$ cat config.mk
export PLATFORM = sky130hd
export DESIGN_NAME = cpm_config_port
export DESIGN_NICKNAME = d
export VERILOG_FILES = /design/src/cpm_pkg.sv /design/src/cpm_sync.sv /design/src/cpm_sample_path.sv /design/src/cpm_config_port.sv
export SDC_FILE = /design/constraint.sdc
export NUM_CORES = 1
export LEC_CHECK = 0
export BUFFER_PORTS_ARGS = -buffer_cell sky130_fd_sc_hd__buf_2
export CAP_MARGIN = 20
export CORE_ASPECT_RATIO = 0.7
export CORE_MARGIN = 1.5
export CORE_UTILIZATION = 50
export DETAILED_ROUTE_END_ITERATION = 10
export PLACE_DENSITY = 0.74
export REMOVE_ABC_BUFFERS = 1
export SLEW_MARGIN = 40
export SYNTH_ARGS = -nofsm -noshare
export SYNTH_HDL_FRONTEND = slang
export SYNTH_SLANG_ARGS = --single-unit
$ cat constraint.sdc
create_clock -name clk -period 2.08 [get_ports clk]
set_clock_uncertainty 0.05 [all_clocks]
set_input_delay 0.208 -clock clk [delete_from_list [all_inputs] [get_ports clk]]
set_output_delay 0.208 -clock clk [all_outputs]
set_load 0.005 [all_outputs]
$ cat src/cpm_pkg.sv
// shared constants and types for the configuration port and mode control
package cpm_pkg;

  // ----------------------------------------------------------------
  // serial frame layout
  // ----------------------------------------------------------------
  localparam int ADDR_BITS = 16;
  localparam int DATA_BITS = 8;
  localparam int FRAME_BITS = ADDR_BITS + DATA_BITS;
  localparam int RW_BIT = 15;
  localparam int RSV_HI = 14;
  localparam int RSV_LO = 12;
  localparam int REG_ADDR_W = 12;
  localparam logic [2:0] RSV_ZERO = 3'h0;
  localparam logic [4:0] CNT_ADDR_DONE = 5'h10;
  localparam logic [4:0] CNT_LAST_BIT = 5'h17;
  localparam logic [4:0] CNT_FRAME_END = 5'h18;

  // ----------------------------------------------------------------
  // register offsets
  // ----------------------------------------------------------------
  localparam logic [11:0] OFS_POWER_CONTROL = 12'h101;
  localparam logic [11:0] OFS_PIN_FUNCTION_SELECT = 12'h146;
  localparam logic [11:0] OFS_OUTPUT_FORMAT_CONTROL = 12'h162;
  localparam logic [11:0] OFS_BAND_SOURCE_SELECT = 12'h163;
  localparam logic [11:0] OFS_LATENCY_PATH_CONTROL = 12'h165;
  localparam logic [11:0] OFS_BAND_COUNT_DECIMATION = 12'h169;

  // ----------------------------------------------------------------
  // reset values and the unmapped read value
  // ----------------------------------------------------------------
  localparam logic [7:0] RST_POWER_CONTROL = 8'h00;
  localparam logic [7:0] RST_PIN_FUNCTION_SELECT = 8'h00;
  localparam logic [7:0] RST_OUTPUT_FORMAT_CONTROL = 8'h00;
  localparam logic [7:0] RST_BAND_SOURCE_SELECT = 8'h00;
  localparam logic [7:0] RST_LATENCY_PATH_CONTROL = 8'h00;
  localparam logic [7:0] RST_BAND_COUNT_DECIMATION = 8'h00;
  localparam logic [7:0] READ_UNMAPPED = 8'h00;

  // ----------------------------------------------------------------
  // field positions and codes
  // ----------------------------------------------------------------
  localparam int PWR_DOWN_BIT = 4;
  localparam int LOW_LATENCY_BIT = 4;
  localparam int PIN_FN_HI = 4;
  localparam int PIN_FN_LO = 0;
  localparam logic [4:0] PIN_FN_PDN_ON_PIN1 = 5'h03;
  localparam logic [4:0] PIN_FN_PDN_ON_PIN0_A = 5'h0a;
  localparam logic [4:0] PIN_FN_PDN_ON_PIN0_B = 5'h0b;
  localparam logic [4:0] PIN_FN_DEFAULT = 5'h00;
  localparam int BAND0_SRC_HI = 1;
  localparam int BAND0_SRC_LO = 0;
  localparam int DECIM_HI = 3;
  localparam int DECIM_LO = 0;
  localparam logic [3:0] DECIM_BYPASS = 4'h0;

  typedef enum logic [1:0] {
    SRC_CHAN_A = 2'h0,
    SRC_CHAN_B = 2'h1,
    SRC_AVERAGE = 2'h2,
    SRC_SPARE = 2'h3
  } cpm_band_src_e;

  // ----------------------------------------------------------------
  // sample path
  // ----------------------------------------------------------------
  localparam int SAMPLE_W = 16;
  localparam int LOW_LAT_CYCLES = 9;
  localparam int NORMAL_LAT_CYCLES = 12;

  typedef struct packed {
    logic [SAMPLE_W-1:0] chanA;
    logic [SAMPLE_W-1:0] chanB;
  } cpm_sample_pair_s;

  typedef struct packed {
    logic lowLatency;
    cpm_band_src_e band0Source;
    logic decimBypass;
  } cpm_path_cfg_s;

endpackage

$ cat src/cpm_sync.sv
// two flip-flop synchroniser for pin inputs
`timescale 1ns/1ns
module cpm_sync #(
  parameter int WIDTH = 1
) (
  input wire logic clk,
  input wire logic rst,
  input wire logic [WIDTH-1:0] asyncIn,
  output logic [WIDTH-1:0] syncOut
);

  logic [WIDTH-1:0] meta_ff;

  // first stage feeds only the second stage
  always_ff @(posedge clk) begin
    if (rst) begin
      meta_ff <= '0;
      syncOut <= '0;
    end else begin
      meta_ff <= asyncIn;
      syncOut <= meta_ff;
    end
  end

endmodule

$ cat src/cpm_sample_path.sv
// sample routing: low latency bypass, channel averaging, band source mux
`timescale 1ns/1ns
module cpm_sample_path (
  input wire logic clk,
  input wire logic rst,
  input cpm_pkg::cpm_path_cfg_s cfg,
  input cpm_pkg::cpm_sample_pair_s sampleIn,
  output cpm_pkg::cpm_sample_pair_s sampleOut,
  output logic [cpm_pkg::SAMPLE_W-1:0] decimFeed,
  output logic decimFeedValid
);

  localparam int LLD = cpm_pkg::LOW_LAT_CYCLES - 1;
  localparam int NLD = cpm_pkg::NORMAL_LAT_CYCLES - 1;

  cpm_pkg::cpm_sample_pair_s llPipe [LLD];
  cpm_pkg::cpm_sample_pair_s normPipe [NLD];
  cpm_pkg::cpm_sample_pair_s routed;
  logic [cpm_pkg::SAMPLE_W:0] pairSum;
  logic [cpm_pkg::SAMPLE_W-1:0] average;
  logic [cpm_pkg::SAMPLE_W-1:0] band0Sample;

  // ----------------------------------------------------------------
  // averaging of same-cycle samples
  // ----------------------------------------------------------------
  // sign extension keeps the sum from overflowing for negative codes; the halving rounds toward minus infinity
  assign pairSum = {sampleIn.chanA[cpm_pkg::SAMPLE_W-1], sampleIn.chanA}
                 + {sampleIn.chanB[cpm_pkg::SAMPLE_W-1], sampleIn.chanB};
  assign average = pairSum[cpm_pkg::SAMPLE_W:1];

  always_comb begin
    case (cfg.band0Source)
      cpm_pkg::SRC_CHAN_A: band0Sample = sampleIn.chanA;
      cpm_pkg::SRC_CHAN_B: band0Sample = sampleIn.chanB;
      cpm_pkg::SRC_AVERAGE: band0Sample = average;
      default: band0Sample = sampleIn.chanA;
    endcase
  end

  always_comb begin
    routed = sampleIn;
    if (cfg.decimBypass) begin
      routed.chanA = band0Sample;
    end
  end

  // ----------------------------------------------------------------
  // delay lines; output register is the final stage of each
  // ----------------------------------------------------------------
  always_ff @(posedge clk) begin
    if (rst) begin
      llPipe[0] <= '0;
      normPipe[0] <= '0;
    end else begin
      llPipe[0] <= sampleIn;
      normPipe[0] <= routed;
    end
  end

  genvar gi;
  generate
    for (gi = 1; gi < LLD; gi++) begin : gLowLat
      always_ff @(posedge clk) begin
        if (rst) begin
          llPipe[gi] <= '0;
        end else begin
          llPipe[gi] <= llPipe[gi-1];
        end
      end
    end
    for (gi = 1; gi < NLD; gi++) begin : gNormal
      always_ff @(posedge clk) begin
        if (rst) begin
          normPipe[gi] <= '0;
        end else begin
          normPipe[gi] <= normPipe[gi-1];
        end
      end
    end
  endgenerate

  always_ff @(posedge clk) begin
    if (rst) begin
      sampleOut <= '0;
    end else if (cfg.lowLatency) begin
      sampleOut <= llPipe[LLD-1];
    end else begin
      sampleOut <= normPipe[NLD-1];
    end
  end

  // averaged or raw band 0 stream into the decimation chain
  always_ff @(posedge clk) begin
    if (rst) begin
      decimFeed <= '0;
      decimFeedValid <= 1'b0;
    end else begin
      decimFeed <= band0Sample;
      decimFeedValid <= !cfg.decimBypass && !cfg.lowLatency;
    end
  end

endmodule

$ cat src/cpm_config_port.sv
// serial configuration port, mode registers, pin functions and power down
`timescale 1ns/1ns
module cpm_config_port (
  input wire logic clk,
  input wire logic rst,
  input wire logic serial_select_n,
  input wire logic serialClk,
  input wire logic serialDataIn,
  output logic serialDataOut,
  output logic serialDataOe,
  input wire logic aux_pin_0,
  input wire logic aux_pin_1,
  input wire logic sampleClkPresent,
  input cpm_pkg::cpm_sample_pair_s sampleIn,
  output cpm_pkg::cpm_sample_pair_s sampleOut,
  output logic [cpm_pkg::SAMPLE_W-1:0] decimFeed,
  output logic decimFeedValid,
  output logic sync_reference,
  output logic globalPowerDown,
  output logic [7:0] outputFormat
);

  // ----------------------------------------------------------------
  // pin synchronisation
  // ----------------------------------------------------------------
  logic [5:0] pinsSync;
  logic selN;
  logic sclkS;
  logic sdiS;
  logic pin0S;
  logic pin1S;
  logic clkPresS;

  cpm_sync #(
    .WIDTH(6)
  ) uSync (
    .clk(clk),
    .rst(rst),
    .asyncIn({sampleClkPresent, aux_pin_1, aux_pin_0, serialDataIn, serialClk, !serial_select_n}),
    .syncOut(pinsSync)
  );

  // select enters inverted so the cleared synchroniser reads as deselected
  // through reset and just after its release
  assign selN = !pinsSync[0];
  assign sclkS = pinsSync[1];
  assign sdiS = pinsSync[2];
  assign pin0S = pinsSync[3];
  assign pin1S = pinsSync[4];
  assign clkPresS = pinsSync[5];

  // ----------------------------------------------------------------
  // serial clock edges
  // ----------------------------------------------------------------
  logic sclkPrev_ff;
  logic sclkRise;
  logic sclkFall;

  always_ff @(posedge clk) begin
    if (rst) begin
      sclkPrev_ff <= 1'b0;
    end else begin
      sclkPrev_ff <= sclkS;
    end
  end

  // edges are seen three clocks late, so each link half period needs three clocks
  assign sclkRise = !selN && sclkS && !sclkPrev_ff;
  assign sclkFall = !selN && !sclkS && sclkPrev_ff;

  // ----------------------------------------------------------------
  // frame shifter
  // ----------------------------------------------------------------
  logic [4:0] bitCnt_ff;
  logic [cpm_pkg::ADDR_BITS-1:0] addrShift_ff;
  logic [cpm_pkg::DATA_BITS-1:0] dataShift_ff;
  logic inAddr;
  logic [cpm_pkg::ADDR_BITS-1:0] nxt_addr;
  logic frameIsRead;
  logic frameAddrOk;
  logic writeStrobe;
  logic [7:0] writeData;
  logic [cpm_pkg::REG_ADDR_W-1:0] regAddr;
  logic frameDone;

  assign inAddr = bitCnt_ff < cpm_pkg::CNT_ADDR_DONE;
  // rising edges past the last data bit are ignored until select goes high
  assign frameDone = bitCnt_ff == cpm_pkg::CNT_FRAME_END;
  assign nxt_addr = {addrShift_ff[cpm_pkg::ADDR_BITS-2:0], sdiS};
  assign frameIsRead = addrShift_ff[cpm_pkg::RW_BIT];
  assign frameAddrOk = addrShift_ff[cpm_pkg::RSV_HI:cpm_pkg::RSV_LO] == cpm_pkg::RSV_ZERO;
  assign regAddr = addrShift_ff[cpm_pkg::REG_ADDR_W-1:0];
  assign writeData = {dataShift_ff[cpm_pkg::DATA_BITS-2:0], sdiS};
  // the last rising edge commits; read frames never reach the store
  assign writeStrobe = sclkRise && bitCnt_ff == cpm_pkg::CNT_LAST_BIT
                    && !frameIsRead && frameAddrOk;

  always_ff @(posedge clk) begin
    if (rst) begin
      bitCnt_ff <= '0;
      addrShift_ff <= '0;
      dataShift_ff <= '0;
    end else if (selN) begin
      bitCnt_ff <= '0;
    end else if (sclkRise && !frameDone) begin
      bitCnt_ff <= bitCnt_ff + 5'h01;
      if (inAddr) begin
        addrShift_ff <= nxt_addr;
      end else begin
        dataShift_ff <= writeData;
      end
    end
  end

  // ----------------------------------------------------------------
  // register store
  // ----------------------------------------------------------------
  logic [7:0] powerCtrl_ff;
  logic [7:0] pinFunction_ff;
  logic [7:0] outFormat_ff;
  logic [7:0] bandSource_ff;
  logic [7:0] latencyCtrl_ff;
  logic [7:0] bandCount_ff;

  // defaults leave the converter streaming with no serial access
  always_ff @(posedge clk) begin
    if (rst) begin
      powerCtrl_ff <= cpm_pkg::RST_POWER_CONTROL;
      pinFunction_ff <= cpm_pkg::RST_PIN_FUNCTION_SELECT;
      outFormat_ff <= cpm_pkg::RST_OUTPUT_FORMAT_CONTROL;
      bandSource_ff <= cpm_pkg::RST_BAND_SOURCE_SELECT;
      latencyCtrl_ff <= cpm_pkg::RST_LATENCY_PATH_CONTROL;
      bandCount_ff <= cpm_pkg::RST_BAND_COUNT_DECIMATION;
    end else if (writeStrobe) begin
      case (regAddr)
        cpm_pkg::OFS_POWER_CONTROL: powerCtrl_ff <= writeData;
        cpm_pkg::OFS_PIN_FUNCTION_SELECT: pinFunction_ff <= writeData;
        cpm_pkg::OFS_OUTPUT_FORMAT_CONTROL: outFormat_ff <= writeData;
        cpm_pkg::OFS_BAND_SOURCE_SELECT: bandSource_ff <= writeData;
        cpm_pkg::OFS_LATENCY_PATH_CONTROL: latencyCtrl_ff <= writeData;
        cpm_pkg::OFS_BAND_COUNT_DECIMATION: bandCount_ff <= writeData;
        default: ;
      endcase
    end
  end

  // ----------------------------------------------------------------
  // read back
  // ----------------------------------------------------------------
  logic [7:0] readValue;
  logic [7:0] readShift_ff;

  always_comb begin
    case (regAddr)
      cpm_pkg::OFS_POWER_CONTROL: readValue = powerCtrl_ff;
      cpm_pkg::OFS_PIN_FUNCTION_SELECT: readValue = pinFunction_ff;
      cpm_pkg::OFS_OUTPUT_FORMAT_CONTROL: readValue = outFormat_ff;
      cpm_pkg::OFS_BAND_SOURCE_SELECT: readValue = bandSource_ff;
      cpm_pkg::OFS_LATENCY_PATH_CONTROL: readValue = latencyCtrl_ff;
      cpm_pkg::OFS_BAND_COUNT_DECIMATION: readValue = bandCount_ff;
      default: readValue = cpm_pkg::READ_UNMAPPED;
    endcase
  end

  logic inReadData;
  logic readLoad;
  logic readAdvance;

  assign inReadData = !inAddr && !frameDone && frameIsRead && frameAddrOk;
  // captured while the clock sits high after the last address bit, once the
  // full address is in; the raised drive enable stops any reload
  assign readLoad = bitCnt_ff == cpm_pkg::CNT_ADDR_DONE && !serialDataOe;
  assign readAdvance = sclkFall && inReadData;

  // snapshot at the end of the address so a late write cannot tear the byte
  always_ff @(posedge clk) begin
    if (rst) begin
      readShift_ff <= '0;
    end else if (readAdvance) begin
      readShift_ff <= {readShift_ff[6:0], 1'b0};
    end else if (readLoad) begin
      readShift_ff <= readValue;
    end
  end

  // ----------------------------------------------------------------
  // read data launch
  // ----------------------------------------------------------------
  // launch on each falling edge of the data phase; the controller
  // captures on the following rising edge
  always_ff @(posedge clk) begin
    if (rst) begin
      serialDataOut <= 1'b0;
      serialDataOe <= 1'b0;
    end else if (selN || !frameIsRead) begin
      serialDataOut <= 1'b0;
      serialDataOe <= 1'b0;
    end else if (readAdvance) begin
      serialDataOut <= readShift_ff[7];
      serialDataOe <= 1'b1;
    end else if (sclkFall && frameDone) begin
      serialDataOe <= 1'b0;
    end
  end

  // ----------------------------------------------------------------
  // pin functions and power down
  // ----------------------------------------------------------------
  logic [4:0] pinFn;
  logic pinPdnReq;
  logic pdnReq;

  assign pinFn = pinFunction_ff[cpm_pkg::PIN_FN_HI:cpm_pkg::PIN_FN_LO];

  always_comb begin
    case (pinFn)
      cpm_pkg::PIN_FN_PDN_ON_PIN1: pinPdnReq = pin1S;
      cpm_pkg::PIN_FN_PDN_ON_PIN0_A: pinPdnReq = pin0S;
      cpm_pkg::PIN_FN_PDN_ON_PIN0_B: pinPdnReq = pin0S;
      default: pinPdnReq = 1'b0;
    endcase
  end

  assign pdnReq = powerCtrl_ff[cpm_pkg::PWR_DOWN_BIT] | pinPdnReq;

  // ----------------------------------------------------------------
  // power down and pin outputs
  // ----------------------------------------------------------------
  // without a sample clock the request is held off, state unchanged
  always_ff @(posedge clk) begin
    if (rst) begin
      globalPowerDown <= 1'b0;
    end else if (clkPresS) begin
      globalPowerDown <= pdnReq;
    end
  end

  // pin 0 carries the sync reference only in the default assignment
  always_ff @(posedge clk) begin
    if (rst) begin
      sync_reference <= 1'b0;
    end else begin
      sync_reference <= (pinFn == cpm_pkg::PIN_FN_DEFAULT) && pin0S;
    end
  end

  // ----------------------------------------------------------------
  // mode outputs
  // ----------------------------------------------------------------
  // registered copy so the format output comes straight from a flop
  always_ff @(posedge clk) begin
    if (rst) begin
      outputFormat <= cpm_pkg::RST_OUTPUT_FORMAT_CONTROL;
    end else begin
      outputFormat <= outFormat_ff;
    end
  end

  // ----------------------------------------------------------------
  // sample path
  // ----------------------------------------------------------------
  cpm_pkg::cpm_path_cfg_s pathCfg;

  assign pathCfg.lowLatency = latencyCtrl_ff[cpm_pkg::LOW_LATENCY_BIT];
  assign pathCfg.band0Source = cpm_pkg::cpm_band_src_e'(bandSource_ff[cpm_pkg::BAND0_SRC_HI:cpm_pkg::BAND0_SRC_LO]);
  assign pathCfg.decimBypass = bandCount_ff[cpm_pkg::DECIM_HI:cpm_pkg::DECIM_LO] == cpm_pkg::DECIM_BYPASS;

  cpm_sample_path uPath (
    .clk(clk),
    .rst(rst),
    .cfg(pathCfg),
    .sampleIn(sampleIn),
    .sampleOut(sampleOut),
    .decimFeed(decimFeed),
    .decimFeedValid(decimFeedValid)
  );

endmodule

==> Word-level counts from Yosys, hierarchy flattened <==
Memory sizes are Yosys's and may differ from the RTL's.
Cells that the tools add are included.
{ "word_totals": {"mem_count": 2, "reg_bits": 158, "output_inout_bits": 61, "mem_bits_rw": 608, "word_cells": 139, "input_bits": 40} }
{ "mem_list": {"columns": ["name", "depth", "width", "read_ports", "rd_ports_with_merged_regs", "write_ports", "line_no", "source"], "rows": [
  ["uPath.normPipe", 11, 32, 11, 0, 11, "cpm_sample_path.sv:17", "cpm_pkg::cpm_sample_pair_s normPipe [NLD];"],
  ["uPath.llPipe", 8, 32, 8, 0, 8, "cpm_sample_path.sv:16", "cpm_pkg::cpm_sample_pair_s llPipe [LLD];"]
]} }
{ "classes": {"add_sub_neg": 2, "n_bitwise": 22, "reduce_logical": 44, "muxes": 31, "order_cmp": 1, "n_eq_ne": 14} }
{ "op_table": {"columns": ["operator", "count"], "rows": [
  ["$mux 32", 20],
  ["$eq 12x9->1 const B", 6],
  ["$pmux 8 s6", 1],
  ["$pmux 16 s2", 1],
  ["$or 1x1->1", 20],
  ["$add 16x16->17", 1],
  ["$logic_and 1x1->1", 16],
  ["$mux 16", 1],
  ["$mux 8", 2],
  ["$eq 5x5->1 const B", 3],
  ["$reduce_and 2->1", 6],
  ["$eq 5x4->1 const B", 2],
  ["$logic_not 1->1", 10],
  ["$reduce_or 2->1", 4],
  ["$reduce_and 3->1", 2],
  ["$add 5x1->5 const B", 1],
  ["$eq 5x2->1 const B", 1],
  ["$logic_not 5->1", 1],
  ["$lt 5x5->1 const B", 1],
  ["$mux 1", 5],
  ["$logic_not 4->1", 1],
  ["$reduce_bool 2->1", 2],
  ["$logic_not 3->1", 1],
  ["$eq 2x1->1 const B", 1],
  ["other kinds (4)", 5]
]} }

==> Logic depth before layout (Yosys ltp) <==
Gate-level depths: netlist of run 1.
{ "logic_depth": {"ltp_word": 7, "ltp_mapped": 9, "depth_no_buf": 8} }

==> Cells and area by module <==
From an unflattened synthesis of run 1, not the netlist that was laid out.
{ "unflattened": {"hier_cells": 1824, "area_unflattened_um2": 20209.4} }
{ "by_module_without_submodules": {"columns": ["mod", "n_inst", "area_per_inst_um2", "cells_per_inst", "seq_area_each_um2"], "rows": [
  ["cpm_sample_path", 1, 15598.7, 1338, 10590.2],
  ["cpm_config_port", 1, 4244.1, 461, 1941.9],
  ["cpm_sync", 1, 366.6, 25, 240.2]
]} }

==> Worst setup path before layout of run 1 <==
No wires, ideal clock.
{ "synth_path": {"path_type": "register to register", "startpoint": "register addrShift_ff[4] in the netlist's numbering", "endpoint": "register pinFunction_ff[7]", "setup_ps": 128, "n_path_buf": 2, "period_less_slack_ps": 2256, "setup_slack_ps": -176, "required_ps": 1902, "arrival_ps": 2078, "path_stages_with_launch": 9, "cell_sequence": "dfxtp_1 or4b_4 or3_1 buf_2 or2_1 nor2b_1 buf_4 mux2i_1 nor2_1"} }
{ "synth_via": {"elab_chain_cells": 2} }
{ "synth_rtl": {"columns": ["item", "line_no", "source"], "rows": [
  ["start: declaration", "cpm_config_port.sv:75", "logic [cpm_pkg::ADDR_BITS-1:0] addrShift_ff;"],
  ["start signal: assignment", "cpm_config_port.sv:108", "addrShift_ff <= nxt_addr;"],
  ["$eq 12x9->1", "cpm_config_port.sv:135", "case (regAddr)"],
  ["$reduce_and 2->1 (no source line)", null, null],
  ["end signal: assignment", "cpm_config_port.sv:129", "pinFunction_ff <= cpm_pkg::RST_PIN_FUNCTION_SELECT;"],
  ["end signal: assignment", "cpm_config_port.sv:137", "cpm_pkg::OFS_PIN_FUNCTION_SELECT: pinFunction_ff <= writeData;"],
  ["end: declaration", "cpm_config_port.sv:119", "logic [7:0] pinFunction_ff;"]
]} }
No other way between the ends.
A chain may end at the register's enable or synchronous reset.

==> Worst setup path after layout of run 1 <==
{ "layout_path": {"startpoint": "register addrShift_ff[9] in the netlist's numbering", "endpoint": "register powerCtrl_ff[2]"} }
{ "layout_via": {"elab_chain_cells": 2} }
{ "layout_rtl": {"columns": ["item", "line_no", "source"], "rows": [
  ["$eq 12x9->1", "cpm_config_port.sv:135", null],
  ["$reduce_and 2->1 (no source line)", null, null],
  ["end signal: assignment", "cpm_config_port.sv:128", "powerCtrl_ff <= cpm_pkg::RST_POWER_CONTROL;"],
  ["end signal: assignment", "cpm_config_port.sv:136", "cpm_pkg::OFS_POWER_CONTROL: powerCtrl_ff <= writeData;"],
  ["end: declaration", "cpm_config_port.sv:118", "logic [7:0] powerCtrl_ff;"]
]} }
No other way between the ends.

==> reports/metrics.csv, run 1 <==
stage,metric,value,unit
timing,worst rel slew slack,63.5,%
critical_path,internal reg-to-reg setup slack,-0.16,ns
clock_tree,CTS sink count,638,
clock_tree,CTS buffer count,55,
yosys,largest area contributor in the netlist,dfxtp_1,
yosys,Seq cells post-synth,638,
grt,met2 Usage GRT,29.2,%
worst_hold_path,Hold WC Path Type,in2reg,
floorplan,die height,171,µm
timing,Final period util,108,%
timing,Tmin final,2.24,ns
placement,Final HPWL DP,24000,µm
critical_path,CP Capture Type,flop,
run_status,outcome,"finished, violations left",
route,final antenna-violating net count,0,
yosys,top post-synthesis cells by area,"dfxtp_1, nor2b_1, mux2i_1, nor2_1, clkbuf_1",
timing,max-slew violations,0,
cells_and_area,Filler cells,3250,
run_status,failing checks,negative setup slack,
critical_path,CP Data Arrival Time,2.68,ns
yosys,"Seq/Total Area, Yosys",63.5,%
critical_path,Worst Path Buf+Inv,1,
yosys,Most used DFF post-synth,dfxtp_1,
yosys,Synth async-reset ratio,0,%
critical_path,CP max FO,4,
floorplan,Die X,243,µm
pwr,Leak,9.60,nW
placement,Port Buf Inserts,100,
critical_path,Reg-to-Reg End,powerCtrl_ff[2],
yosys,Synth top area share,63.5,%
yosys,Mapped Area,0.0201,mm²
grt,vias in the first global route,11700,
critical_path,Critical Path RT,2.52,ns
pwr,pwr dens,968,mW/mm²
route,final wirelength,37300,µm
route,Via density,4.75,
route,initial DRC count,653,
timing,FMAX,445,MHz
floorplan,io pins,101,
route,routed vias,12500,
cells_and_area,synthesis-to-layout area growth,20.7,%
clock_tree,Clock Latency Late Sink,0.59,ns
pwr,Max rail drop VDD,721,µV
grt,total track usage,17.7,%
timing,final count of negative-setup-slack endpoints,56,
route,DRC,0,
grt,met3 usage,3.03,%
critical_path,critical path startpoint,addrShift_ff[9],
timing,Worst-Margin Slew,0.547,ns
floorplan,initial core utilization,50.6,%
cells_and_area,Post-Layout Cell Count,2623,
clock_tree,clock slew at reported path FFs,0.07,ns
yosys,most frequent cells after synthesis,"dfxtp_1, nor2b_1, nor2_1, clkbuf_1, mux2i_1",
critical_path,Setup CP Type,reg2reg,
critical_path,CP max-delay cell,or4b_4,
placement,post-placement cell count,2477,
yosys,most common cell in the synthesized netlist,dfxtp_1,
grt,largest net degree at the start of global routing,108,
critical_path,ordered cell list for the critical path,"or4b_4, or3_4, or2_4, nor2_4, buf_6, mux2i_1, nor2_1",
route,first-pass iteration count of the detailed router,5,
clock_tree,CTS root buffer,clkbuf_16,
grt,GRT Residual Overflow,0,
yosys,Mapped Avg Cell Area,10.9,µm²
timing,setup_tns,-4.08,ns
floorplan,die area,0.0414,mm²
floorplan,core area,0.0397,mm²
critical_path,CP top delay family,simple AND/OR/NAND/NOR gates,
cells_and_area,layout cells sized above 1,16.2,%
grt,initial antenna violation count,1,
critical_path,CP endpoint,powerCtrl_ff[2],
critical_path,R2R depth,7,
clock_tree,CTS tree,yes,
route,Wirelength per Cell,14.2,µm
grt,first-pass GRT wire length,59100,µm
critical_path,Stages on worst setup path,7,
clock_tree,H-tree Lvls,2,
run,maxcap violations,0,
critical_path,worst r2r src,addrShift_ff[9],
yosys,Cells after Synth,1849,
placement,RePlAce Congestion,0.880,
grt,grt met1 use,23.4,%
critical_path,delay of the slowest cell on the worst path,0.56,ns
floorplan,Cell Rows,61,
yosys,post-synth cell types,69,
yosys,Post-synth EDFFs,0,
timing,setup slack after layout,-0.165,ns
grt,most crowded layer after global routing,met2,
timing,Hold WS,0.0250,ns
timing,RSZ-0062 raised after global routing,yes,
yosys,YS warnings,0,
critical_path,startpoint types,flop,
clock_tree,clk buf depth,3,
timing,Hold Fails Final Rpt,0,
cells_and_area,final net count,2106,
sequential cells by signal (all words and copies together), names as in the netlist, 5 cells and up:
name,flops
uPath.normPipe,288
uPath.llPipe,192
uPath.sampleOut,32
addrShift_ff,16
uPath.decimFeed,16
bandCount_ff,8
bandSource_ff,8
latencyCtrl_ff,8
outFormat_ff,8
outputFormat,8
pinFunction_ff,8
powerCtrl_ff,8
readShift_ff,8
dataShift_ff,7
uSync.meta_ff,6
uSync.syncOut,6
bitCnt_ff,5
routing by layer:
layer	up-vias	routed length (µm)	part of all wire, %
li1	6368	-	-
met1	5790	17700	47
met2	222	16900	45
met3	76	1480	4.0
met4	0	1250	3.4
met5	-	0	0
power by group:
part	switching (W)	total, W	internal [W]	leakage, nW
registers	0.0000457	0.0124	0.0124	5.17
logic	0.000479	0.000856	0.000376	3.52
clock network	0.00433	0.0102	0.00585	0.908
total	0.00485	0.0235	0.0186	9.60
how the worst min path moves through the flow:
| stage | from | end | slack, ns | depth (start not counted) |
|---|---|---|---|---|
| 4_1_cts | sampleIn[17] | uPath.decimFeed[1] | 0.004 | 4 |
| 3_3_place_gp | serial_select_n | uSync.meta_ff[0] | 0.31 | 2 |
| 3_5_place_dp | serial_select_n | uSync.meta_ff[0] | 0.32 | 2 |
| 5_1_grt | sampleIn[22] | uPath.llPipe[0][22] | 0.03 | 3 |
| 6_report | sampleIn[17] | uPath.decimFeed[1] | 0.02 | 4 |
| 2_1_floorplan | rst | uPath.llPipe[0][17] | 0.22 | 1 |
cell type report:
| cell class | instances | area (µm²) | share of cell area [%] |
|---|---|---|---|
| well taps | 535 | 669 | 2.76 |
| flip-flops and latches | 638 | 12800 | 52.7 |
| clock inverters | 19 | 238 | 0.980 |
| clock buffers | 79 | 1600 | 6.59 |
| inverters | 15 | 56.3 | 0.232 |
| repair buffers | 246 | 1900 | 7.81 |
| diodes | 1 | 2.50 | 0.0103 |
| multi-input cells | 1090 | 7020 | 29.0 |
through the flow:
step                util (%)  area, µm²  setup WS (ns)  total power (W)
floorplan                  -      19700         -0.506           0.0130
global placement        54.8      21800         -0.318           0.0135
detailed placement      54.8      21800         -0.403           0.0135
CTS                     60.7      24100         -0.186           0.0237
global route            61.1      24300         -0.232           0.0244
finish                  61.1      24300         -0.165           0.0235
kinds of logic (layout without fill, tap and decap cells):
| logic type | count (synthesis) | count (layout) | share of synthesized area (%) |
|---|---|---|---|
| AO/OA/AOI/OAI | 154 | 154 | 4.79 |
| XOR/XNOR | 10 | 10 | 0.436 |
| adder cells (fa/ha/maj) | 20 | 20 | 1.28 |
| buffers and inverters | 121 | 359 | 2.33 |
| flip-flops | 638 | 638 | 63.5 |
| multiplexers | 95 | 95 | 4.74 |
| other | 0 | 1 | 0 |
| AND/OR/NAND/NOR | 811 | 811 | 22.9 |
worst min-delay path: stages:
cell	delay, ns
buf_2	0.09
buf_4	0.12
nor2_1	0.06
nor3_1	0.15
what timing repair did:
| item | in CTS | in global routing |
|---|---|---|
| endpoints found under the hold margin | 56 | 0 |
| setup endpoints to repair | 55 | 63 |
| gates resized for setup | 18 | 28 |
| hold buffers | 39 | 0 |
| pin swaps | 22 | 23 |
| buffers inserted | 7 | 2 |
placed cells by master, fill, tap and decap left out, drive strengths merged, types with 12 or more instances in the layout:
master       netlist  layout
dfxtp            638     638
nor2b            483     483
buf               10     207
nor2             135     135
mux2i             93      93
nand2             87      87
clkbuf            96      79
a21oi             59      59
dlygate4sd3        0      39
o21ai             31      31
ha                19      19
nor3              19      19
nand3             17      17
inv               14      15
clkinv             1      14
nand2b            13      13
a22oi             12      12
a211oi            12      12
No activity file was read; power rests on OpenSTA's default activity.
==> run 2, diff against run 1 <==
--- a/config.mk
+++ b/config.mk
@@ -11,7 +11,7 @@
 export CORE_MARGIN = 1.5
 export CORE_UTILIZATION = 50
 export DETAILED_ROUTE_END_ITERATION = 10
-export PLACE_DENSITY = 0.74
+export PLACE_DENSITY_LB_ADDON = 0.15
 export REMOVE_ABC_BUFFERS = 1
 export SLEW_MARGIN = 40
 export SYNTH_ARGS = -nofsm -noshare
==> run 2 against run 1 <==
Compared with the run above:
- the flow still finishes with violations (negative setup slack)
- via count hardly changed
- fmax is 2.2% higher
- sequential power hardly changed
- critical path type unchanged
- largest cell class unchanged
==> reports/metrics.csv, run 2 (same netlist as run 1, synthesis figures left out) <==
stage,metric,value,unit,change
run_status,outcome,"finished, violations left",,
run_status,failing checks,negative setup slack,,
critical_path,CP max-delay cell,or4b_4,,
placement,Final HPWL DP,24300,µm,+1.4%
cells_and_area,final net count,2119,,+0.62%
floorplan,die area,0.0414,mm²,unchanged
grt,GRT Residual Overflow,0,,unchanged
route,first-pass iteration count of the detailed router,5,,unchanged
clock_tree,CTS root buffer,clkbuf_16,,
timing,max-slew violations,0,,unchanged
route,routed vias,12500,,+0.096%
floorplan,Cell Rows,61,,unchanged
cells_and_area,synthesis-to-layout area growth,20.6,%,about the same
pwr,Leak,9.63,nW,+0.33%
route,DRC,0,,unchanged
clock_tree,H-tree Lvls,2,,unchanged
critical_path,Worst Path Buf+Inv,1,,unchanged
route,final wirelength,37100,µm,-0.76%
critical_path,CP Data Arrival Time,2.61,ns,-0.07 ns
route,Via density,4.73,,-0.36%
grt,total track usage,17.8,%,+0.028 points
cells_and_area,Largest regs,"uPath.normPipe x288, uPath.llPipe x192, uPath.sampleOut x32",,
route,Wirelength per Cell,14.1,µm,-1.2%
cells_and_area,"most common cell after layout, fill and taps aside",dfxtp_1,,
grt,met3 usage,3.23,%,+0.20 points
route,final antenna-violating net count,0,,unchanged
cells_and_area,Filler cells,3341,,+2.8%
worst_hold_path,Hold WC Path Type,in2reg,,
placement,Port Buf Inserts,100,,unchanged
critical_path,delay of the slowest cell on the worst path,0.57,ns,about the same
timing,Hold Fails Final Rpt,0,,unchanged
cells_and_area,most frequent cells in the layout,"dfxtp_1, nor2b_1, nor2_1",,
clock_tree,Clock Latency Late Sink,0.58,ns,about the same
critical_path,CP Capture Type,flop,,
placement,RePlAce Congestion,0.872,,-0.98%
floorplan,die height,171,µm,unchanged
pwr,Max rail drop VDD,700,µV,-2.9%
critical_path,CP max FO,5,,+1
timing,Hold WS,0.0409,ns,+0.0159 ns
grt,largest net degree at the start of global routing,59,,-45%
grt,grt met1 use,24.5,%,+1.1 points
clock_tree,CTS sink count,638,,unchanged
critical_path,Setup CP Type,reg2reg,,
cells_and_area,Sequential cell area,0.0128,mm²,about the same
clock_tree,clock slew at reported path FFs,0.06,ns,about the same
cells_and_area,ant diodes,0,,-1
floorplan,io pins,101,,unchanged
timing,setup_tns,-3.56,ns,+0.520 ns
grt,most crowded layer after global routing,met2,,
timing,RSZ-0062 raised after global routing,yes,,
critical_path,CP top delay family,simple AND/OR/NAND/NOR gates,,
timing,worst rel slew slack,65.3,%,+1.8 points
clock_tree,CTS buffer count,55,,unchanged
critical_path,Critical Path RT,2.49,ns,-0.03 ns
grt,first-pass GRT wire length,59400,µm,+0.44%
cells_and_area,layout cells sized above 1,16.3,%,+0.14 points
timing,FMAX,455,MHz,+2.2%
timing,Worst-Margin Slew,0.520,ns,-0.0276 ns
clock_tree,CTS tree,yes,,
route,initial DRC count,618,,-5.4%
timing,setup slack after layout,-0.117,ns,+0.0476 ns
grt,met2 Usage GRT,28.4,%,-0.82 points
cells_and_area,Largest register FFs,288,,unchanged
floorplan,core area,0.0397,mm²,unchanged
floorplan,initial core utilization,50.6,%,unchanged
cells_and_area,Multi-input gate area,0.00695,mm²,-1.0%
critical_path,ordered cell list for the critical path,"or4b_4, or4_4, nor3_4, buf_6, mux2i_1, nor2_1",,
run,maxcap violations,0,,unchanged
timing,Final period util,106,%,-2.3 points
pwr,pwr dens,964,mW/mm²,-0.35%
critical_path,startpoint types,flop,,
pwr,Tot Pwr,0.0234,W,-0.42%
cells_and_area,Largest Register,uPath.normPipe,,
grt,vias in the first global route,11500,,-1.6%
grt,initial antenna violation count,0,,-1
clock_tree,clk buf depth,3,,unchanged
timing,final count of negative-setup-slack endpoints,54,,-3.6%
floorplan,Die X,243,µm,unchanged
timing,Tmin final,2.20,ns,-0.0476 ns
-- run 2: cell count changes in the layout (fill, tap and decap cells not counted), moves of 3 or more --
cell,delta
buf_4,+15
clkbuf_1,-3
ha_1,-3
mux2i_1,+4
mux2i_2,-4
o221ai_1,+3
o221ai_2,-3
-- run 2: worst min-delay path, stage by stage --
cell     delay [ns]
buf_2          0.16
buf_4          0.14
nor2b_1        0.11
-- run 2: routing by layer --
layer / share of wire [%] / wire length, µm
met5: 0 / 0
met4: 2.5 / 944
met3: 4.6 / 1720
met2: 44 / 16300
met1: 49 / 18100
-- run 2: stage by stage --
step	util, %	std cells	area (µm²)	worst slack (ns)
after floorplan	-	1743	19700	-0.506
after global placement	55.2	2495	21900	-0.202
after detailed placement	55.2	2495	21900	-0.240
after CTS	60.9	2635	24200	-0.101
after global routing	61.1	2635	24200	-0.203
final	61.1	2635	24200	-0.117
-- run 2: final cells by class --
class	count	share of cell area, %
flip-flops and latches	638	52.7
multi-input cells	1090	28.7
repair buffers	259	8.19
clock buffers	77	6.56
well taps	535	2.76
clock inverters	21	0.872
inverters	15	0.232
-- run 2: path summary, 6_finish.rpt --
| check | depth (start not counted) | slack (ns) | end | from |
|---|---|---|---|---|
| setup / recovery | 6 | -0.12 | outFormat_ff[0] | addrShift_ff[4] |
| hold / removal | 3 | 0.04 | uPath.llPipe[0][22] | sampleIn[22] |
| setup reg to reg | 6 | -0.12 | outFormat_ff[0] | addrShift_ff[4] |
| hold reg to reg | 1 | 0.38 | uPath.llPipe[1][92] | uPath.llPipe[1][60] |
-- run 2: where the power goes --
| group | switching (W) | internal [W] | total [W] |
|---|---|---|---|
| logic | 0.000480 | 0.000402 | 0.000882 |
| registers | 0.0000461 | 0.0124 | 0.0124 |
| clock network | 0.00434 | 0.00571 | 0.0101 |
-- run 2: repair_timing --
action | CTS | global route
setup endpoints to repair | 55 | 67
buffers inserted | 1 | 1
resized for setup | 13 | 17
hold buffers | 41 | 0
pin swaps | 2 | 10
endpoints found under the hold margin | 74 | 0
gates cloned | 0 | 0
